## src/hdl/fanout_defs.svh

```systemverilog
// Purpose: Timing counts, divider codes and reset values for the clock fan-out control.
// Assumes: clk_sys runs at 100 MHz.
// Notes:   Included by bare name; definitions only.
`ifndef FANOUT_DEFS_SVH
`define FANOUT_DEFS_SVH

// --------------------------------------------------------------------------
// Clock and timing
// --------------------------------------------------------------------------
`define CLK_SYS_MHZ       100
`define LOCK_MAX_MS       10
// Longest acquisition time in clk_sys cycles (exact product, no rounding).
`define LOCK_MAX_CYC      (`LOCK_MAX_MS * 1000 * `CLK_SYS_MHZ)
// Consecutive clean reference periods needed before lock is shown.
`define LOCK_GOOD_PERIODS 4

// --------------------------------------------------------------------------
// Oscillator model and divider
// --------------------------------------------------------------------------
`define HP_W              16
`define HP_INIT           16'h0004
`define HP_MIN            16'h0001
`define HP_MAX            16'hFFFF
// Divider code in which all divided outputs except inverted_out sit low.
`define DIV_HOLD          3'h7
// Divider code reached at a common rising edge of all outputs except inverted_out.
`define DIV_WRAP          3'h0
// Step that advances only the primary and half-rate bits.
`define DIV_STEP_Q        3'h2
`define DIV_STEP_2X       3'h1
`define FB_CNT_W          2

`endif

```

## src/hdl/fanout_pkg.sv

```systemverilog
// Purpose: Types shared by the clock fan-out control.
// Assumes: Nothing beyond the constants header.
// Notes:   Pin groups travel as one packed struct.
package fanout_pkg;

	// Operating mode of the distribution network.
	typedef enum logic [1:0] {
		MODE_OFF    = 2'b00,
		MODE_BYPASS = 2'b01,
		MODE_LOOP   = 2'b10
	} mode_e;

	// One bit per clock output pin.
	typedef struct packed {
		logic       double_rate_out;
		logic [4:0] primary_outs;
		logic       inverted_out;
		logic       half_rate_out;
	} clk_pins_s;

endpackage

```

## src/hdl/pin_sync.sv

```systemverilog
// Purpose: Three-stage synchroniser for asynchronous pins.
// Assumes: Inputs change slower than clk_sys.
// Notes:   A change is taken once stages two and three agree.
`timescale 1ns/1ns
module pin_sync #(
	parameter int W = 1
) (
	input  wire logic         clk_sys,
	input  wire logic         rstn,
	input  wire logic [W-1:0] pin_in,
	output logic      [W-1:0] pin_lvl
);

	logic [W-1:0] s1_r;
	logic [W-1:0] s2_r;
	logic [W-1:0] s3_r;
	logic [W-1:0] lvl_r;
	logic [W-1:0] agree;

	// Per-bit agreement of the two later stages.
	assign agree   = ~(s2_r ^ s3_r);
	assign pin_lvl = lvl_r;

	// Shift chain; the first stage feeds only the second.
	always_ff @(posedge clk_sys or negedge rstn) begin
		if (!rstn) begin
			s1_r  <= '0;
			s2_r  <= '0;
			s3_r  <= '0;
			lvl_r <= '0;
		end else begin
			s1_r  <= pin_in;
			s2_r  <= s1_r;
			s3_r  <= s2_r;
			lvl_r <= (agree & s3_r) | (~agree & lvl_r);
		end
	end

endmodule

```

## src/hdl/clock_fanout_test_mode_control.sv

```systemverilog
// Purpose: Control logic of a phase-aligned clock fan-out driver with bypass test mode.
// Assumes: All pins are asynchronous to clk_sys; references run well below clk_sys.
// Notes:   The oscillator is a cycle-counting model on clk_sys.
// Notes on behaviour
// - Feedback rising edges align to reference rising edges.
// - Primary feedback gives 1x, 2x, half ratios.
// - Enable low tri-states clocks; lock stays driven.
// - Bypass after enable: divided outputs low until reference falls.
// - Bypass hold: double-rate is inverted reference.
// - Loop disabled: double-rate is the inverted reference; primary and half-rate step on reference falls.
// - Tri-state in loop mode drops phase alignment.
// - Alignment regained within 10 ms after enable.
`timescale 1ns/1ns
`include "fanout_defs.svh"
module clock_fanout_test_mode_control #(
	parameter int LOCK_CYCLES  = `LOCK_MAX_CYC,
	parameter int GOOD_PERIODS = `LOCK_GOOD_PERIODS
) (
	input  wire logic                 clk_sys,
	input  wire logic                 rstn,
	input  wire logic                 ref_in_a,
	input  wire logic                 ref_in_b,
	input  wire logic                 ref_sel,
	input  wire logic                 loop_return,
	input  wire logic                 oe_rst_n,
	input  wire logic                 loop_en,
	output fanout_pkg::clk_pins_s     clk_out,
	output fanout_pkg::clk_pins_s     clk_oe,
	output logic                      lock_out
);
	import fanout_pkg::*;

	// ----------------------------------------------------------------------
	// Elaboration checks
	// ----------------------------------------------------------------------
	localparam int ACQ_W  = $clog2(LOCK_CYCLES + 1);
	localparam int GOOD_W = $clog2(GOOD_PERIODS + 1);
	localparam int PER_W  = `HP_W + 2;

	if (LOCK_CYCLES < 2) begin : g_bad_lock
		$error("LOCK_CYCLES must be at least 2");
	end
	if (GOOD_PERIODS < 1 || GOOD_PERIODS > 255) begin : g_bad_good
		$error("GOOD_PERIODS must be 1 to 255");
	end

	// ----------------------------------------------------------------------
	// Pin synchronisers
	// ----------------------------------------------------------------------
	logic [5:0] pins_s;

	pin_sync #(
		.W (6)
	) u_sync (
		.clk_sys (clk_sys),
		.rstn    (rstn),
		.pin_in  ({ref_in_a, ref_in_b, ref_sel, loop_return, oe_rst_n, loop_en}),
		.pin_lvl (pins_s)
	);

	// ----------------------------------------------------------------------
	// Decoding
	// ----------------------------------------------------------------------
	logic                  ref_d_r;
	logic                  fb_d_r;
	logic                  hold_r;
	logic [2:0]            div_r;
	logic [`HP_W-1:0]      tick_r;
	logic [`HP_W-1:0]      hp_r;
	logic [`FB_CNT_W-1:0]  fb_cnt_r;
	logic [GOOD_W-1:0]     good_r;
	logic [ACQ_W-1:0]      acq_r;
	logic [PER_W-1:0]      per_cnt_r;
	clk_pins_s             out_r;
	clk_pins_s             oe_r;
	logic                  lock_r;

	wire       ref_s    = pins_s[3] ? pins_s[4] : pins_s[5];
	wire       fb_s     = pins_s[2];
	wire       oe_s     = pins_s[1];
	wire       en_s     = pins_s[0];
	wire       ref_rise = ref_s & ~ref_d_r;
	wire       ref_fall = ~ref_s & ref_d_r;
	wire       fb_rise  = fb_s & ~fb_d_r;
	wire mode_e mode    = !oe_s ? MODE_OFF : (en_s ? MODE_LOOP : MODE_BYPASS);
	wire       loop_on  = (mode == MODE_LOOP);
	wire       tick_end = (tick_r >= hp_r - `HP_MIN);
	wire       fb_one   = (fb_cnt_r == `FB_CNT_W'(1));
	// The oscillator aims at a quarter of the measured reference period, so
	// the double, primary and half outputs keep their true ratios between
	// reference rises instead of only being re-phased at each rise.
	wire [`HP_W-1:0] hp_tgt = per_cnt_r[PER_W-1:2];
	wire       per_ok   = (per_cnt_r != '0);
	wire       hp_short = per_ok && (hp_r < hp_tgt);
	wire       hp_long  = per_ok && (hp_r > hp_tgt) && (hp_r != `HP_MIN);
	wire       hp_hit   = per_ok && (hp_r == hp_tgt);
	wire       acq_end  = (acq_r == ACQ_W'(LOCK_CYCLES - 1));
	wire       aligned  = (good_r == GOOD_W'(GOOD_PERIODS));

	// Divider step: loop mode ticks the oscillator, bypass steps on falling reference.
	logic [2:0] div_nxt;
	always_comb begin
		div_nxt = div_r;
		case (mode)
			MODE_OFF:    div_nxt = `DIV_HOLD;
			MODE_LOOP: begin
				// A reference rise restarts the primary phase; the half-rate bit
				// toggles only if the oscillator had not yet wrapped on its own.
				if (ref_rise)
					div_nxt = {div_r[2] ^ div_r[1], 2'h0};
				else if (tick_end)
					div_nxt = div_r + `DIV_STEP_2X;
			end
			MODE_BYPASS: begin
				if (ref_fall)
					div_nxt = (hold_r ? `DIV_HOLD : div_r) + `DIV_STEP_Q;
			end
			default:     div_nxt = `DIV_HOLD;
		endcase
	end

	// Output pin values; primary, half-rate and loop-mode double-rate are inverted divider bits.
	clk_pins_s out_nxt;
	clk_pins_s oe_nxt;
	assign out_nxt.double_rate_out = loop_on ? ~div_nxt[0] : (oe_s & ~ref_s);
	assign out_nxt.primary_outs    = {5{oe_s & ~div_nxt[1]}};
	assign out_nxt.inverted_out    = oe_s & div_nxt[1] & ~(hold_r & ~ref_fall & ~loop_on);
	assign out_nxt.half_rate_out   = oe_s & ~div_nxt[2];
	assign oe_nxt                  = {$bits(clk_pins_s){oe_s}};

	// Oscillator half period: one step per reference period toward the target.
	logic [`HP_W-1:0] hp_nxt;
	always_comb begin
		hp_nxt = hp_r;
		if (loop_on && acq_end && !aligned)
			hp_nxt = `HP_INIT;
		else if (loop_on && ref_rise && hp_short)
			hp_nxt = hp_r + `HP_MIN;
		else if (loop_on && ref_rise && hp_long)
			hp_nxt = hp_r - `HP_MIN;
	end

	// ----------------------------------------------------------------------
	// Edge history and bypass hold
	// ----------------------------------------------------------------------

	// Hold is armed while outputs are off and released by a falling reference or by loop enable.
	always_ff @(posedge clk_sys or negedge rstn) begin
		if (!rstn) begin
			ref_d_r <= 1'b0;
			fb_d_r  <= 1'b0;
			hold_r  <= 1'b1;
		end else begin
			ref_d_r <= ref_s;
			fb_d_r  <= fb_s;
			hold_r  <= !oe_s | (hold_r & !en_s & !ref_fall);
		end
	end

	// ----------------------------------------------------------------------
	// Oscillator model
	// ----------------------------------------------------------------------

	// Tick counter restarts at each reference rise so the outputs rise with it.
	always_ff @(posedge clk_sys or negedge rstn) begin
		if (!rstn) begin
			div_r  <= `DIV_HOLD;
			tick_r <= '0;
			hp_r   <= `HP_INIT;
		end else begin
			div_r  <= div_nxt;
			tick_r <= (!loop_on || ref_rise || tick_end) ? '0 : tick_r + `HP_MIN;
			hp_r   <= hp_nxt;
		end
	end

	// ----------------------------------------------------------------------
	// Alignment detection
	// ----------------------------------------------------------------------

	// Feedback edges are counted per reference period; clean periods build lock.
	always_ff @(posedge clk_sys or negedge rstn) begin
		if (!rstn) begin
			fb_cnt_r <= '0;
			good_r   <= '0;
			acq_r    <= '0;
		end else if (!loop_on) begin
			fb_cnt_r <= '0;
			good_r   <= '0;
			acq_r    <= '0;
		end else begin
			if (ref_rise)
				fb_cnt_r <= fb_rise ? `FB_CNT_W'(1) : '0;
			else if (fb_rise && fb_cnt_r != '1)
				fb_cnt_r <= fb_cnt_r + `FB_CNT_W'(1);
			if (ref_rise && !(fb_one && hp_hit))
				good_r <= '0;
			else if (ref_rise && !aligned)
				good_r <= good_r + GOOD_W'(1);
			acq_r <= (aligned || acq_end) ? '0 : acq_r + ACQ_W'(1);
		end
	end

	// Reference period in clk_sys cycles; zero until the first rise in loop mode,
	// so a partial first period never steers the oscillator.
	always_ff @(posedge clk_sys or negedge rstn) begin
		if (!rstn)
			per_cnt_r <= '0;
		else if (!loop_on)
			per_cnt_r <= '0;
		else if (ref_rise)
			per_cnt_r <= PER_W'(1);
		else if (per_ok && per_cnt_r != '1)
			per_cnt_r <= per_cnt_r + PER_W'(1);
	end

	// ----------------------------------------------------------------------
	// Output registers
	// ----------------------------------------------------------------------

	// Every pin is registered; lock is driven in all modes.
	always_ff @(posedge clk_sys or negedge rstn) begin
		if (!rstn) begin
			out_r  <= '0;
			oe_r   <= '0;
			lock_r <= 1'b0;
		end else begin
			out_r  <= out_nxt;
			oe_r   <= oe_nxt;
			lock_r <= loop_on & aligned;
		end
	end

	assign clk_out  = out_r;
	assign clk_oe   = oe_r;
	assign lock_out = lock_r;

endmodule

```

## config.mk

```make
export PLATFORM = sky130hd
export DESIGN_NAME = clock_fanout_test_mode_control
export DESIGN_NICKNAME = d
export VERILOG_FILES = /design/src/hdl/fanout_pkg.sv /design/src/hdl/pin_sync.sv /design/src/hdl/clock_fanout_test_mode_control.sv
export VERILOG_INCLUDE_DIRS = /design/src /design/src/hdl
export SDC_FILE = /design/constraint.sdc
export NUM_CORES = 1
export LEC_CHECK = 0
export ABC_AREA = 1
export BUFFER_PORTS_ARGS = -buffer_cell sky130_fd_sc_hd__buf_2
export CAP_MARGIN = 10
export CORE_UTILIZATION = 55
export DETAILED_ROUTE_END_ITERATION = 8
export PLACE_DENSITY = 0.7
export SYNTH_ARGS = -nofsm -noshare
export SYNTH_HDL_FRONTEND = slang
export SYNTH_SLANG_ARGS = --single-unit
export TNS_END_PERCENT = 30
```

## constraint.sdc

```tcl
create_clock -name clk_sys -period 3.9 [get_ports clk_sys]
set_input_delay 0.195 -clock clk_sys [delete_from_list [all_inputs] [get_ports clk_sys]]
set_output_delay 0.195 -clock clk_sys [all_outputs]
set_load 0.05 [all_outputs]
```

Word-level counts from Yosys, hierarchy flattened

Index checks and enable logic that the tools add are counted.

Reductions and logical operators: 25
Div/mod/pow operators: 0
Multiplexer cells: 25
Eq/ne operators: 12
Multiply operators: 0
Bitwise operators: 30
Magnitude comparators: 3
Shifts and indexed selects: 0
Add/sub/neg operators: 9

Operator list:

| operator              | number |
|---|---|
| $mux 16               | 4 |
| $mux 18               | 3 |
| $mux 20               | 2 |
| $add 16x1->16 const B | 2 |
| $mux 3                | 7 |
| $add 20x1->20 const B | 1 |
| $eq 20x20->1 const B  | 1 |
| $add 18x1->18 const B | 1 |
| $ne 18x18->1 const B  | 1 |
| $reduce_bool 18->1    | 1 |
| $eq 16x16->1          | 1 |
| $ge 16x16->1          | 1 |
| $gt 16x16->1          | 1 |
| $lt 16x16->1          | 1 |
| $ne 16x1->1 const B   | 1 |
| $sub 16x1->16 const B | 1 |
| $logic_and 1x1->1     | 14 |
| $and 1x1->1           | 13 |
| $and 6x6->6           | 2 |
| $not 6->6             | 2 |
| $mux 2                | 5 |
| $not 1->1             | 9 |
| $add 3x1->3 const B   | 2 |
| $logic_not 1->1       | 6 |
| other kinds (16)      | 22 |

Input port bits: 8
Output and inout bits: 17
Memories kept: 0
Logic and storage cells: 125
Latch bits: 0
Memory bits (read-only): 0
Register bits: 112
RAM bits: 0

Longest topological paths before layout

Gate-level depths: netlist of the first run.

Word-level depth: 8
Depth in mapped cells: 19
Depth with buffers taken out: 19

By module

From an unflattened synthesis of the first run, not the netlist that was laid out.

Cells, all modules: 908
Area, all modules: 7028.0 um2

Modules (own cells, without submodules):

| module                         | area an instance (um2) | cells an instance | instances | seq. area each (um2) |
|---|---|---|---|---|
| clock_fanout_test_mode_control | 6329.8                 | 860               | 1         | 2183.3 |
| pin_sync                       | 698.2                  | 48                | 1         | 600.6 |

Least setup slack after synthesis of the first run

No wires, ideal clock.

Kind: flip-flop to flip-flop
Start point: reg hp_r[0]
End point: reg tick_r[8]
Buffers on the path: 0
Stages on the path, launching flop included: 17
Data required time: 3812 ps
Clock period less this slack: 2712 ps
Setup time: 88 ps
Setup slack: 1188 ps
Data arrival time: 2623 ps
Cell sequence: dfrtp_1 > inv_1 > ha_1 > nand3_1 > nor3_1 > nand2_1 > xor2_1 > ha_1 > nand2_1 > inv_1 > nand2_1 > a21oi_1 > nor2_1 > nand2_1 > nor2_2 > inv_2 > nor3b_1

Longest elaborated chain between the ends: 4

RTL lines:

| element                 | RTL line                              | source |
|---|---|---|
| start, declared         | clock_fanout_test_mode_control.sv:69  | `` logic [`HP_W-1:0] hp_r; `` |
| start signal, assigned  | clock_fanout_test_mode_control.sv:169 | `` hp_r <= `HP_INIT; `` |
| start signal, assigned  | clock_fanout_test_mode_control.sv:173 | `hp_r <= hp_nxt;` |
| $sub 16x1->16 (no line) | -                                     |  |
| $ge 16x16->1 (no line)  | -                                     |  |
| $logic_or 1x1->1        | clock_fanout_test_mode_control.sv:172 | `` tick_r <= (!loop_on \|\| ref_rise \|\| tick_end) ? '0 : tick_r + `HP_MIN; `` |
| $mux 16 (no line)       | -                                     |  |
| end signal, assigned    | clock_fanout_test_mode_control.sv:172 |  |
| end, declared           | clock_fanout_test_mode_control.sv:68  | `` logic [`HP_W-1:0] tick_r; `` |

No other way between the ends.
A chain may end at the register's enable or synchronous reset.

Worst setup path in the final report of the first run

Same ends and word-level chain as after synthesis.

==> results of run 1 <==
==> worst paths after layout <==
check | slack [ns] | start | endpoint
worst max-delay path | 0.72 | hp_r[0] | tick_r[8]
worst min-delay path | 0.35 | u_sync.s1_r[1] | u_sync.s2_r[1]
max in group asynchronous | 2.58 | rstn | u_sync.s3_r[1]
worst max register to register | 0.72 | hp_r[0] | tick_r[8]
worst min register to register | 0.35 | u_sync.s1_r[1] | u_sync.s2_r[1]
min in group asynchronous | 0.45 | rstn | hp_r[1]
==> synthesized netlist by cell type, types with 3 or more instances <==
cell type	n
o21ai_1	6
nand2_1	235
maj3_1	6
clkbuf_1	6
nor3_1	30
nor3b_1	3
dfrtp_1	106
buf_6	3
inv_2	11
nor2_2	9
nand2_2	6
o21ai_0	33
nor2_1	106
buf_2	4
nor4_1	4
dfstp_2	5
buf_4	13
xor2_1	26
nand3_1	70
a21oi_1	28
inv_1	109
xnor2_1	9
ha_1	44
nand4_1	36
nand2_4	4
==> routing by layer <==
layer	track usage, %	up-vias
li1	-	3075
met1	35.5	2812
met2	42.6	160
met3	4.97	30
met4	8.55	0
met5	0	-
==> logic make-up after synthesis <==
group                    count (synthesis)  share of synthesized area [%]
AO/OA/AOI/OAI                           79                           6.08
XOR/XNOR                                35                           4.31
AND/OR/NAND/NOR                        516                           33.2
adder cells (fa/ha/maj)                 50                           8.58
buffers and inverters                  146                           8.77
flip-flops                             111                           39.1
==> through the flow <==
| stage | hold WS [ns] | setup WS (ns) | util [%] | instances | total power (uW) |
|---|---|---|---|---|---|
| after CTS | 0.353 | 0.706 | 60.9 | 1133 | 4240 |
| final | 0.350 | 0.715 | 60.9 | 1133 | 4230 |
| after floorplan | -0.101 | 1.19 | - | 937 | 2870 |
| after global placement | 0.302 | 0.879 | 57.9 | 1110 | 3240 |
| after detailed placement | 0.305 | 0.723 | 57.9 | 1110 | 3260 |
| after global routing | 0.360 | 0.428 | 60.9 | 1133 | 4580 |
==> power breakdown <==
part | internal [uW] | leakage (uW) | switching, uW | total (uW)
combinational | 617 | 0.00221 | 1200 | 1810
sequential | 1260 | 0.00146 | 195 | 1460
clock | 511 | 0.000152 | 449 | 961
total | 2390 | 0.00381 | 1840 | 4230
==> sequential cells by signal (all words and copies together) (netlist names), 3 cells and up, named ones only <==
| signal | flops |
|---|---|
| acq_r | 20 |
| clk_out | 4 |
| div_r | 3 |
| good_r | 3 |
| hp_r | 16 |
| per_cnt_r | 18 |
| tick_r | 16 |
| u_sync.s1_r | 6 |
| u_sync.s2_r | 6 |
| u_sync.s3_r | 6 |
==> layout make-up <==
type	count	share of cell area (%)
Clock inverter	6	1.04
Tap cell	172	2.80
Sequential cell	111	36.2
Timing Repair Buffer	34	2.80
Clock buffer	10	2.98
Multi-Input combinational cell	680	48.3
Inverter	120	5.86
==> cell usage in the layout (no fill, tap or decap), types with 3 or more instances in the layout <==
cell type      instances
inv_1                109
dlygate4sd3_1          7
dfstp_2                5
nand4_1               36
nand2_1              235
xnor2_1                9
clkbuf_16              9
nor3b_1                3
nand2_4                4
dfrtp_1              106
buf_2                 23
maj3_1                 6
a21oi_1               28
nand2_2                6
buf_4                  4
xor2_1                26
nor3_1                30
nor2_2                 9
nor4_1                 4
nor2_1               106
ha_1                  44
inv_2                 11
nand3_1               70
o21ai_0               33
o21ai_1                6
==> summary.txt, run 1 <==
outcome = completed
power per cell area = 551 nW/um2
period utilisation layout = 81.7%
Max stage delay cell, worst path = dfrtp_1
CTS root buf = clkbuf_16
ys async rst share = 100%
DP Area = 7310 um2
Worst Path Arrival = 3.46 ns
Worst Reg-to-Reg Cells = 16
CP peak stage delay = 0.45 ns
Die Span X = 116 um
count of different cell masters after synthesis = 46
peak fanout along the critical path = 10
Avg Inst Size Synth = 7.60 um2
metal3 WL = 814 um
DR WL/cell = 14.1 um
GRT overflow = 0
Worst-Margin Slew = 0.762 ns
Yosys top cell by area = dfrtp_1
Synth area leaders = dfrtp_1 37%, nand2_1 12%, ha_1 7.7%
FMAX = 0.314 GHz
global-route usage over all layers = 26.2%
Post-synth EDFFs = 0
Area Overhead vs Synth = 7.94%
Buf+Inv Stages, Crit Path = 3
Post-CTS Hold Buffers = 7
Die H = 116 um
Crit path depth = 16
Pleak = 0.00381 uW
max-slew violations = 0
Setup TNS = 0 ns
Period minus WS final = 3.18 ns
RSZ-0062 raised after global routing = no
CP top delay family = simple AND/OR/NAND/NOR gates
CP Cell Sequence = inv_1, ha_1, nand3_1, nor3_1, nand2_1, xor2_1, ha_1, nand2_1, inv_1, nand2_1, a21oi_1, nor2_1, nand2_1, nor2_2, inv_2, nor3b_1
cell count after synthesis = 937
final WL = 16000 um
register area share after synthesis = 39.1%
# IOs = 25
Worst slew margin = 49.0%
Worst EP required = 4.17 ns
H-Tree Depth = 3
Syn Nets = 989
routed wl met2 = 7330 um
mapped cell area = 7120 um2
Final Hold Fails = 0
first-pass GRT wire length = 27000 um
hold depth = 0
total of max-cap violations = 0
dominant synthesized flop cell = dfrtp_1
DR top layer = met4
critical path's most frequent cell = nand2_1
number of synthesis warnings = 0
row cnt = 41
largest net degree at the start of global routing = 59
# diodes = 0
post_cts resized = 0
Worst setup EP type = flop
CP Class = reg2reg
Fillers = 1176
Vias/cell = 5.36
worst min path class = reg2reg
DRT iter0 DRCs = 473
Met1 Wirelength = 7430 um
clk sinks = 111
DR pass1 iterations = 9
initial antenna violation count = 0
clock skew = 0.00928 ns
Final #Nets = 1008
layout cell share with drive strength beyond 1 = 9.37%
Die ar. = 13400 um2
final instance area = 7680 um2
Worst-Skew Late Latency = 0.36 ns
CTS buffer count = 9
via count = 6077
PortBufs = 24
Final setup viols = 0
vias in the first global route = 5584
Clock Path Buffers = 2
GPL Wtd Cong = 0.898
Core ar. = 12600 um2
Register Area = 2780 um2
multi-input logic area = 3710 um2
#FFs+latches synth = 111
Setup crit start kind = flop
clock transition at the registers of the reported paths = 0.08 ns
detailed-route DRC error count = 0
postcts setup bufs = 0
Final ANT Viol Nets = 0
Worst VDD drop = 0.000278 V
CTS tree = built
area share of the largest cell type after synthesis = 37.3%
Post-DP HPWL = 11900 um
initial core utilization = 56.4%
No activity file was read; power rests on OpenSTA's default activity.
==> run 2: changes to the inputs <==
--- a/config.mk
+++ b/config.mk
@@ -6,7 +6,7 @@
 export SDC_FILE = /design/constraint.sdc
 export NUM_CORES = 1
 export LEC_CHECK = 0
-export ABC_AREA = 1
+export ABC_AREA = 0
 export BUFFER_PORTS_ARGS = -buffer_cell sky130_fd_sc_hd__buf_2
 export CAP_MARGIN = 10
 export CORE_UTILIZATION = 55
==> constraint.sdc (replaced) <==
create_clock -name clk_sys -period 3 [get_ports clk_sys]
set_input_delay 0.15 -clock clk_sys [delete_from_list [all_inputs] [get_ports clk_sys]]
set_output_delay 0.15 -clock clk_sys [all_outputs]
set_load 0.05 [all_outputs]
==> run 2 against run 1 <==
Global-route usage decreased by 1.3 points; area after synthesis shrank 6.9%; cell area fell by 1.4%; total power fell by 23%; highest routed layer unchanged; largest power group is now sequential cells.
==> summary.txt, run 2 <==
Register Area = 2790 um2
CTS root buf = clkbuf_16
Clock Path Buffers = 2
Worst EP required = 3.30 ns
Final setup viols = 0
ys async rst share = 100%
#FFs+latches synth = 111
Clk network pwr share = 38.9%
switching share of power = 27.7%
Final Util = 65.5%
clk sinks = 111
GPL Wtd Cong = 0.899
GRT overflow = 0
Worst slew margin = 58.9%
FMAX = 0.334 GHz
PortBufs = 24
Die H = 112 um
Worst Path Arrival = 3.29 ns
multi-input logic area = 3630 um2
Post-DP HPWL = 10500 um
clock transition at the registers of the reported paths = 0.08 ns
via count = 5257
most common cell after layout, fill and taps aside = dfrtp_1
met2 GRT Util = 42.9%
Setup crit start kind = flop
mapped cell area = 6630 um2
top flop regs = acq_r: 20 flops, per_cnt_r: 18 flops
Fillers = 887
vias in the first global route = 5269
RSZ-0062 raised after global routing = yes
initial antenna violation count = 0
Hold WS = 0.334 ns
Final Hold Fails = 0
most frequent cell after synthesis = dfrtp_1
total of max-cap violations = 0
global-route usage over all layers = 24.9%
final WL = 14600 um
clock skew = 0.00997 ns
Final #Nets = 798
CTS buffer count = 9
Biggest register = acq_r
Final ANT Viol Nets = 0
Synth area leaders = dfrtp_1 40%, ha_1 8.3%, xnor2_1 4.8%
detailed-route DRC error count = 0
most frequent cells in the layout = 105 x dfrtp_1, 81 x nor2_1, 43 x ha_1
period utilisation layout = 99.7%
worst min path class = in2async
power per cell area = 429 nW/um2
Vias/cell = 5.88
Die Span X = 112 um
CP Class = reg2reg
Pleak = 0.00355 uW
DP Area = 7020 um2
Post-synth top cells = 106 x dfrtp_1, 83 x nor2_1, 44 x ha_1, 38 x nand2_1, 37 x nand3_1
# IOs = 25
max-slew violations = 0
outcome = completed
initial core utilization = 57.3%
Setup TNS = 0 ns
Worst VDD drop = 0.000473 V
row cnt = 39
number of synthesis warnings = 0
net switching power = 900 uW
Syn Nets = 749
count of different cell masters after synthesis = 59
final instance area = 7570 um2
Worst-Skew Late Latency = 0.36 ns
Yosys top cell by area = dfrtp_1
CTS tree = built
Pint = 2350 uW
Flop pwr share = 49.3%
first-pass GRT wire length = 24800 um
Area Overhead vs Synth = 14.3%
largest net degree at the start of global routing = 69
# diodes = 0
Worst setup EP type = flop
H-Tree Depth = 3
dominant synthesized flop cell = dfrtp_1
DR WL/cell = 16.4 um
combinational power share = 11.8%
Die ar. = 12500 um2
Avg Inst Size Synth = 9.51 um2
Post-synth EDFFs = 0
DR pass1 iterations = 5
cell count after synthesis = 697
area share of the largest cell type after synthesis = 40.0%
M3 GR Usage = 4.68%
register area share after synthesis = 42.0%
max reg flops = 20
Worst-Margin Slew = 0.617 ns
Core ar. = 11600 um2
layout cell share with drive strength beyond 1 = 16.1%
Period minus WS final = 2.99 ns
met1 Usage GRT = 30.7%
global routing's busiest layer = met2
peak fanout along the critical path = 6
DRT iter0 DRCs = 335
## run 2: cell count changes after synthesis, sizes merged, moves of 19 or more
cell,change
nand2,-208
nand3,-35
inv,-89
mux2i,+19
nor2,-35
xnor2,+27
o21ai,-24
## run 2: repair_timing
action / 4_1_cts / 5_1_grt
endpoints found under the hold margin: 49 / 0
endpoints found under the setup margin: 23 / 23
pin swaps: 12 / 11
buffers inserted: 4 / 2
cloned: 0 / 0
resized for setup: 14 / 14
hold buffers: 7 / 0
## run 2: worst max-delay path, stage by stage, from the launching register on
cell	delay, ns
dfrtp_1	0.42
nor4_4	0.32
nand4_1	0.18
buf_4	0.18
xor2_1	0.14
ha_1	0.31
nand4_1	0.19
or3_4	0.37
o32a_4	0.37
buf_6	0.13
a21o_1	0.16
and3_1	0.14
## run 2: path summary, 6_finish.rpt
path / startpoint / end / slack [ns] / depth (start not counted)
worst max-delay path: hp_r[4] / div_r[2] / 0.008 / 11
worst min-delay path: rstn / tick_r[11] / 0.33 / 2
worst max register to register: hp_r[4] / div_r[2] / 0.008 / 11
worst min register to register: u_sync.s1_r[1] / u_sync.s2_r[1] / 0.35 / 0
max in group asynchronous: rstn / div_r[1] / 1.88 / 3
min in group clk_sys: u_sync.s1_r[1] / u_sync.s2_r[1] / 0.35 / 0
## run 2: logic make-up after synthesis
kind of cell,count (synthesis),share of synthesized area (%)
xor+xnor,62,8.19
simple gates,309,25.3
buf+inv,68,5.08
mux,19,2.87
compound gates,78,7.36
fa+ha+maj,50,9.21
flops,111,42.0
## run 2: per-stage QoR
stage / setup slack [ns] / instances / power, uW
5_1_grt: -0.107 / 894 / 3370
2_1_floorplan: 0.0377 / 697 / 1910
3_5_place_dp: -0.158 / 865 / 2000
4_1_cts: -0.0450 / 892 / 3270
6_report: 0.00809 / 894 / 3250
3_3_place_gp: 0.0127 / 865 / 1990
## run 2: layout make-up
class / instances / share of cell area, %
tap: 143 / 2.36
clock inverter: 6 / 0.991
sequential: 111 / 36.8
clock buffer: 10 / 3.15
timing repair buffer: 75 / 7.27
multi-input combinational: 518 / 47.9
inverter: 31 / 1.54
## run 2: per-layer routing
layer | vias up | routed length (um)
met3 | 31 | 635
li1 | 2533 | -
met2 | 127 | 7390
met4 | 0 | 377
met5 | - | 0
met1 | 2566 | 6240
## run 2: power groups by stage
stage | Sequential (uW) | Clock, uW | Combinational [uW]
floorplan | 1660 | 0 | 245
global placement | 1630 | 0 | 360
detailed placement | 1630 | 0 | 368
CTS | 1600 | 1290 | 380
global route | 1610 | 1340 | 415
finish | 1600 | 1260 | 382
==> run 3: changes to the inputs <==
--- a/config.mk
+++ b/config.mk
@@ -12,6 +12,7 @@
 export CORE_UTILIZATION = 55
 export DETAILED_ROUTE_END_ITERATION = 8
 export PLACE_DENSITY = 0.7
+export REMOVE_ABC_BUFFERS = 1
 export SYNTH_ARGS = -nofsm -noshare
 export SYNTH_HDL_FRONTEND = slang
 export SYNTH_SLANG_ARGS = --single-unit
==> run 3 against run 2 <==
The flow now finishes with violations (setup timing); cell area fell by 0.21%; sequential share of layout area up 0.11 points; worst setup slack got worse by 0.063 ns; clock skew fell by 0.0017 ns; total power hardly changed; via count up 1.2%; non-clock buffer count up 3; combinational power shrank 1%; worst hold slack gained 0.019 ns; register-to-register slack got worse by 0.06 ns; critical path type unchanged; critical endpoint unchanged; largest cell class unchanged.
==> summary.txt, run 3 (synthesis gave the netlist of run 2 again) <==
outcome = finished with violations
failing checks = setup timing
Max stage delay cell, worst path = or3_1
Worst-Skew Late Latency = 0.36 ns
Clock Path Buffers = 2
DP Area = 7010 um2
hold path endpoint = u_sync.s2_r[2]
initial antenna violation count = 0
Die ar. = 12500 um2
FMAX = 0.327 GHz
CTS tree = built
Worst VDD drop = 0.000677 V
Core ar. = 11600 um2
first-pass GRT wire length = 24700 um
Vias/cell = 5.93
hold depth = 0
Clk network pwr share = 38.9%
CP top delay family = simple AND/OR/NAND/NOR gates
global-route usage over all layers = 25.0%
min-delay src = u_sync.s1_r[2]
max-slew violations = 0
Worst Reg-to-Reg Cells = 11
peak fanout along the critical path = 5
Buf+Inv Stages, Crit Path = 2
Post-Layout Cell Count = 897
Worst EP required = 3.30 ns
Post-Place Cells = 864
Post-DP HPWL = 10400 um
clk sinks = 111
Final ANT Viol Nets = 0
Die H = 112 um
total of max-cap violations = 0
R2R setup slack = -0.06 ns
GPL Wtd Cong = 0.866
Worst setup EP type = flop
CTS root buf = clkbuf_16
most frequent cells in the layout = 103 x dfrtp_1, 81 x nor2_1, 45 x buf_4
vias in the first global route = 5205
power per cell area = 430 nW/um2
clock skew = 0.00829 ns
CP Cell Sequence = nor3_1, buf_4, nor3b_2, xnor2_2, ha_1, nand4_1, or3_1, o32a_1, buf_6, a21o_1, and3_1
via count = 5320
H-Tree Depth = 3
Final Util = 65.4%
initial core utilization = 57.3%
largest net degree at the start of global routing = 59
FF-to-FF End = div_r[2]
Area Overhead vs Synth = 14.0%
CP Class = reg2reg
# diodes = 0
RSZ-0062 raised after global routing = yes
net switching power = 878 uW
Die Span X = 112 um
Worst Path Arrival = 3.35 ns
final WL = 14700 um
PortBufs = 24
DR pass1 iterations = 5
Hold WS = 0.352 ns
Final setup viols = 19
top flop regs = acq_r: 20 flops, per_cnt_r: 18 flops
CTS buffer count = 9
R2R Path Start = hp_r[8]
max reg flops = 20
clock transition at the registers of the reported paths = 0.07 ns
Final #Nets = 801
row cnt = 39
# IOs = 25
Pint = 2370 uW
Setup crit start kind = flop
Worst slew margin = 50.0%
most common cell after layout, fill and taps aside = dfrtp_1
Final WS setup = -0.0550 ns
worst min path class = reg2reg
Worst-Margin Slew = 0.750 ns
Final Hold Fails = 0
Pleak = 0.00355 uW
Biggest register = acq_r
Flop pwr share = 49.5%
detailed-route DRC error count = 0
switching share of power = 27.0%
DRT iter0 DRCs = 337
Period minus WS final = 3.06 ns
DR WL/cell = 16.4 um
combinational power share = 11.6%
period utilisation layout = 102%
final instance area = 7560 um2
GRT overflow = 0
layout cell share with drive strength beyond 1 = 16.2%
total power = 3250 uW
CP peak stage delay = 0.41 ns
Critical path origin = hp_r[8]
-- run 3: cell types whose count changed in the layout (fill, tap and decap cells not counted), sizes merged --
cell / previous run / this run
buf: 68 / 71
clkbuf: 10 / 12
clkinv: 2 / 0
-- run 3: through the flow --
stage	TNS (ns)	setup slack, ns
final	-0.303	-0.0550
after global routing	-3.74	-0.207
after CTS	-0.101	-0.0346
after detailed placement	-0.621	-0.130
after global placement	-0.0299	-0.0185
after floorplan	-0.283	-0.0202
-- run 3: routing by layer --
metal	up-vias	share of wire, %	wire length, um	GRT usage (%)
met3	27	3.7	548	4.57
met2	125	51	7560	43.5
met5	-	0	0	0
met4	0	2.3	335	9.91
met1	2628	43	6280	30.7
li1	2540	-	-	-
-- run 3: how the worst max path moves through the flow --
stage / endpoint / slack (ns) / depth (start not counted)
floorplan: tick_r[10] / -0.02 / 11
global placement: div_r[0] / -0.02 / 10
detailed placement: div_r[0] / -0.13 / 10
CTS: div_r[2] / -0.03 / 11
global route: div_r[2] / -0.21 / 12
finish: div_r[2] / -0.06 / 11
-- run 3: what timing repair did --
action | in CTS | in global routing
cloned | 0 | 0
endpoints found under the setup margin | 23 | 23
pin swaps | 9 | 16
hold buffers | 7 | 0
hold endpoints to repair | 59 | 0
gates resized for setup | 5 | 16
buffers inserted | 3 | 7
-- run 3: layout make-up --
class | instances | area, um2
multi-input combinational | 518 | 3590
inverter | 31 | 116
tap | 143 | 179
clock buffer | 12 | 256
clock inverter | 4 | 56.3
fill | 921 | 4010
timing repair buffer | 78 | 574
sequential | 111 | 2790
-- run 3: power by group through the flow --
stage | Combinational, uW | Sequential, uW | Clock (uW)
after detailed placement | 366 | 1640 | 0
after global placement | 358 | 1630 | 0
after global routing | 411 | 1620 | 1350
final | 377 | 1610 | 1260
after floorplan | 132 | 1740 | 0
after CTS | 377 | 1610 | 1290
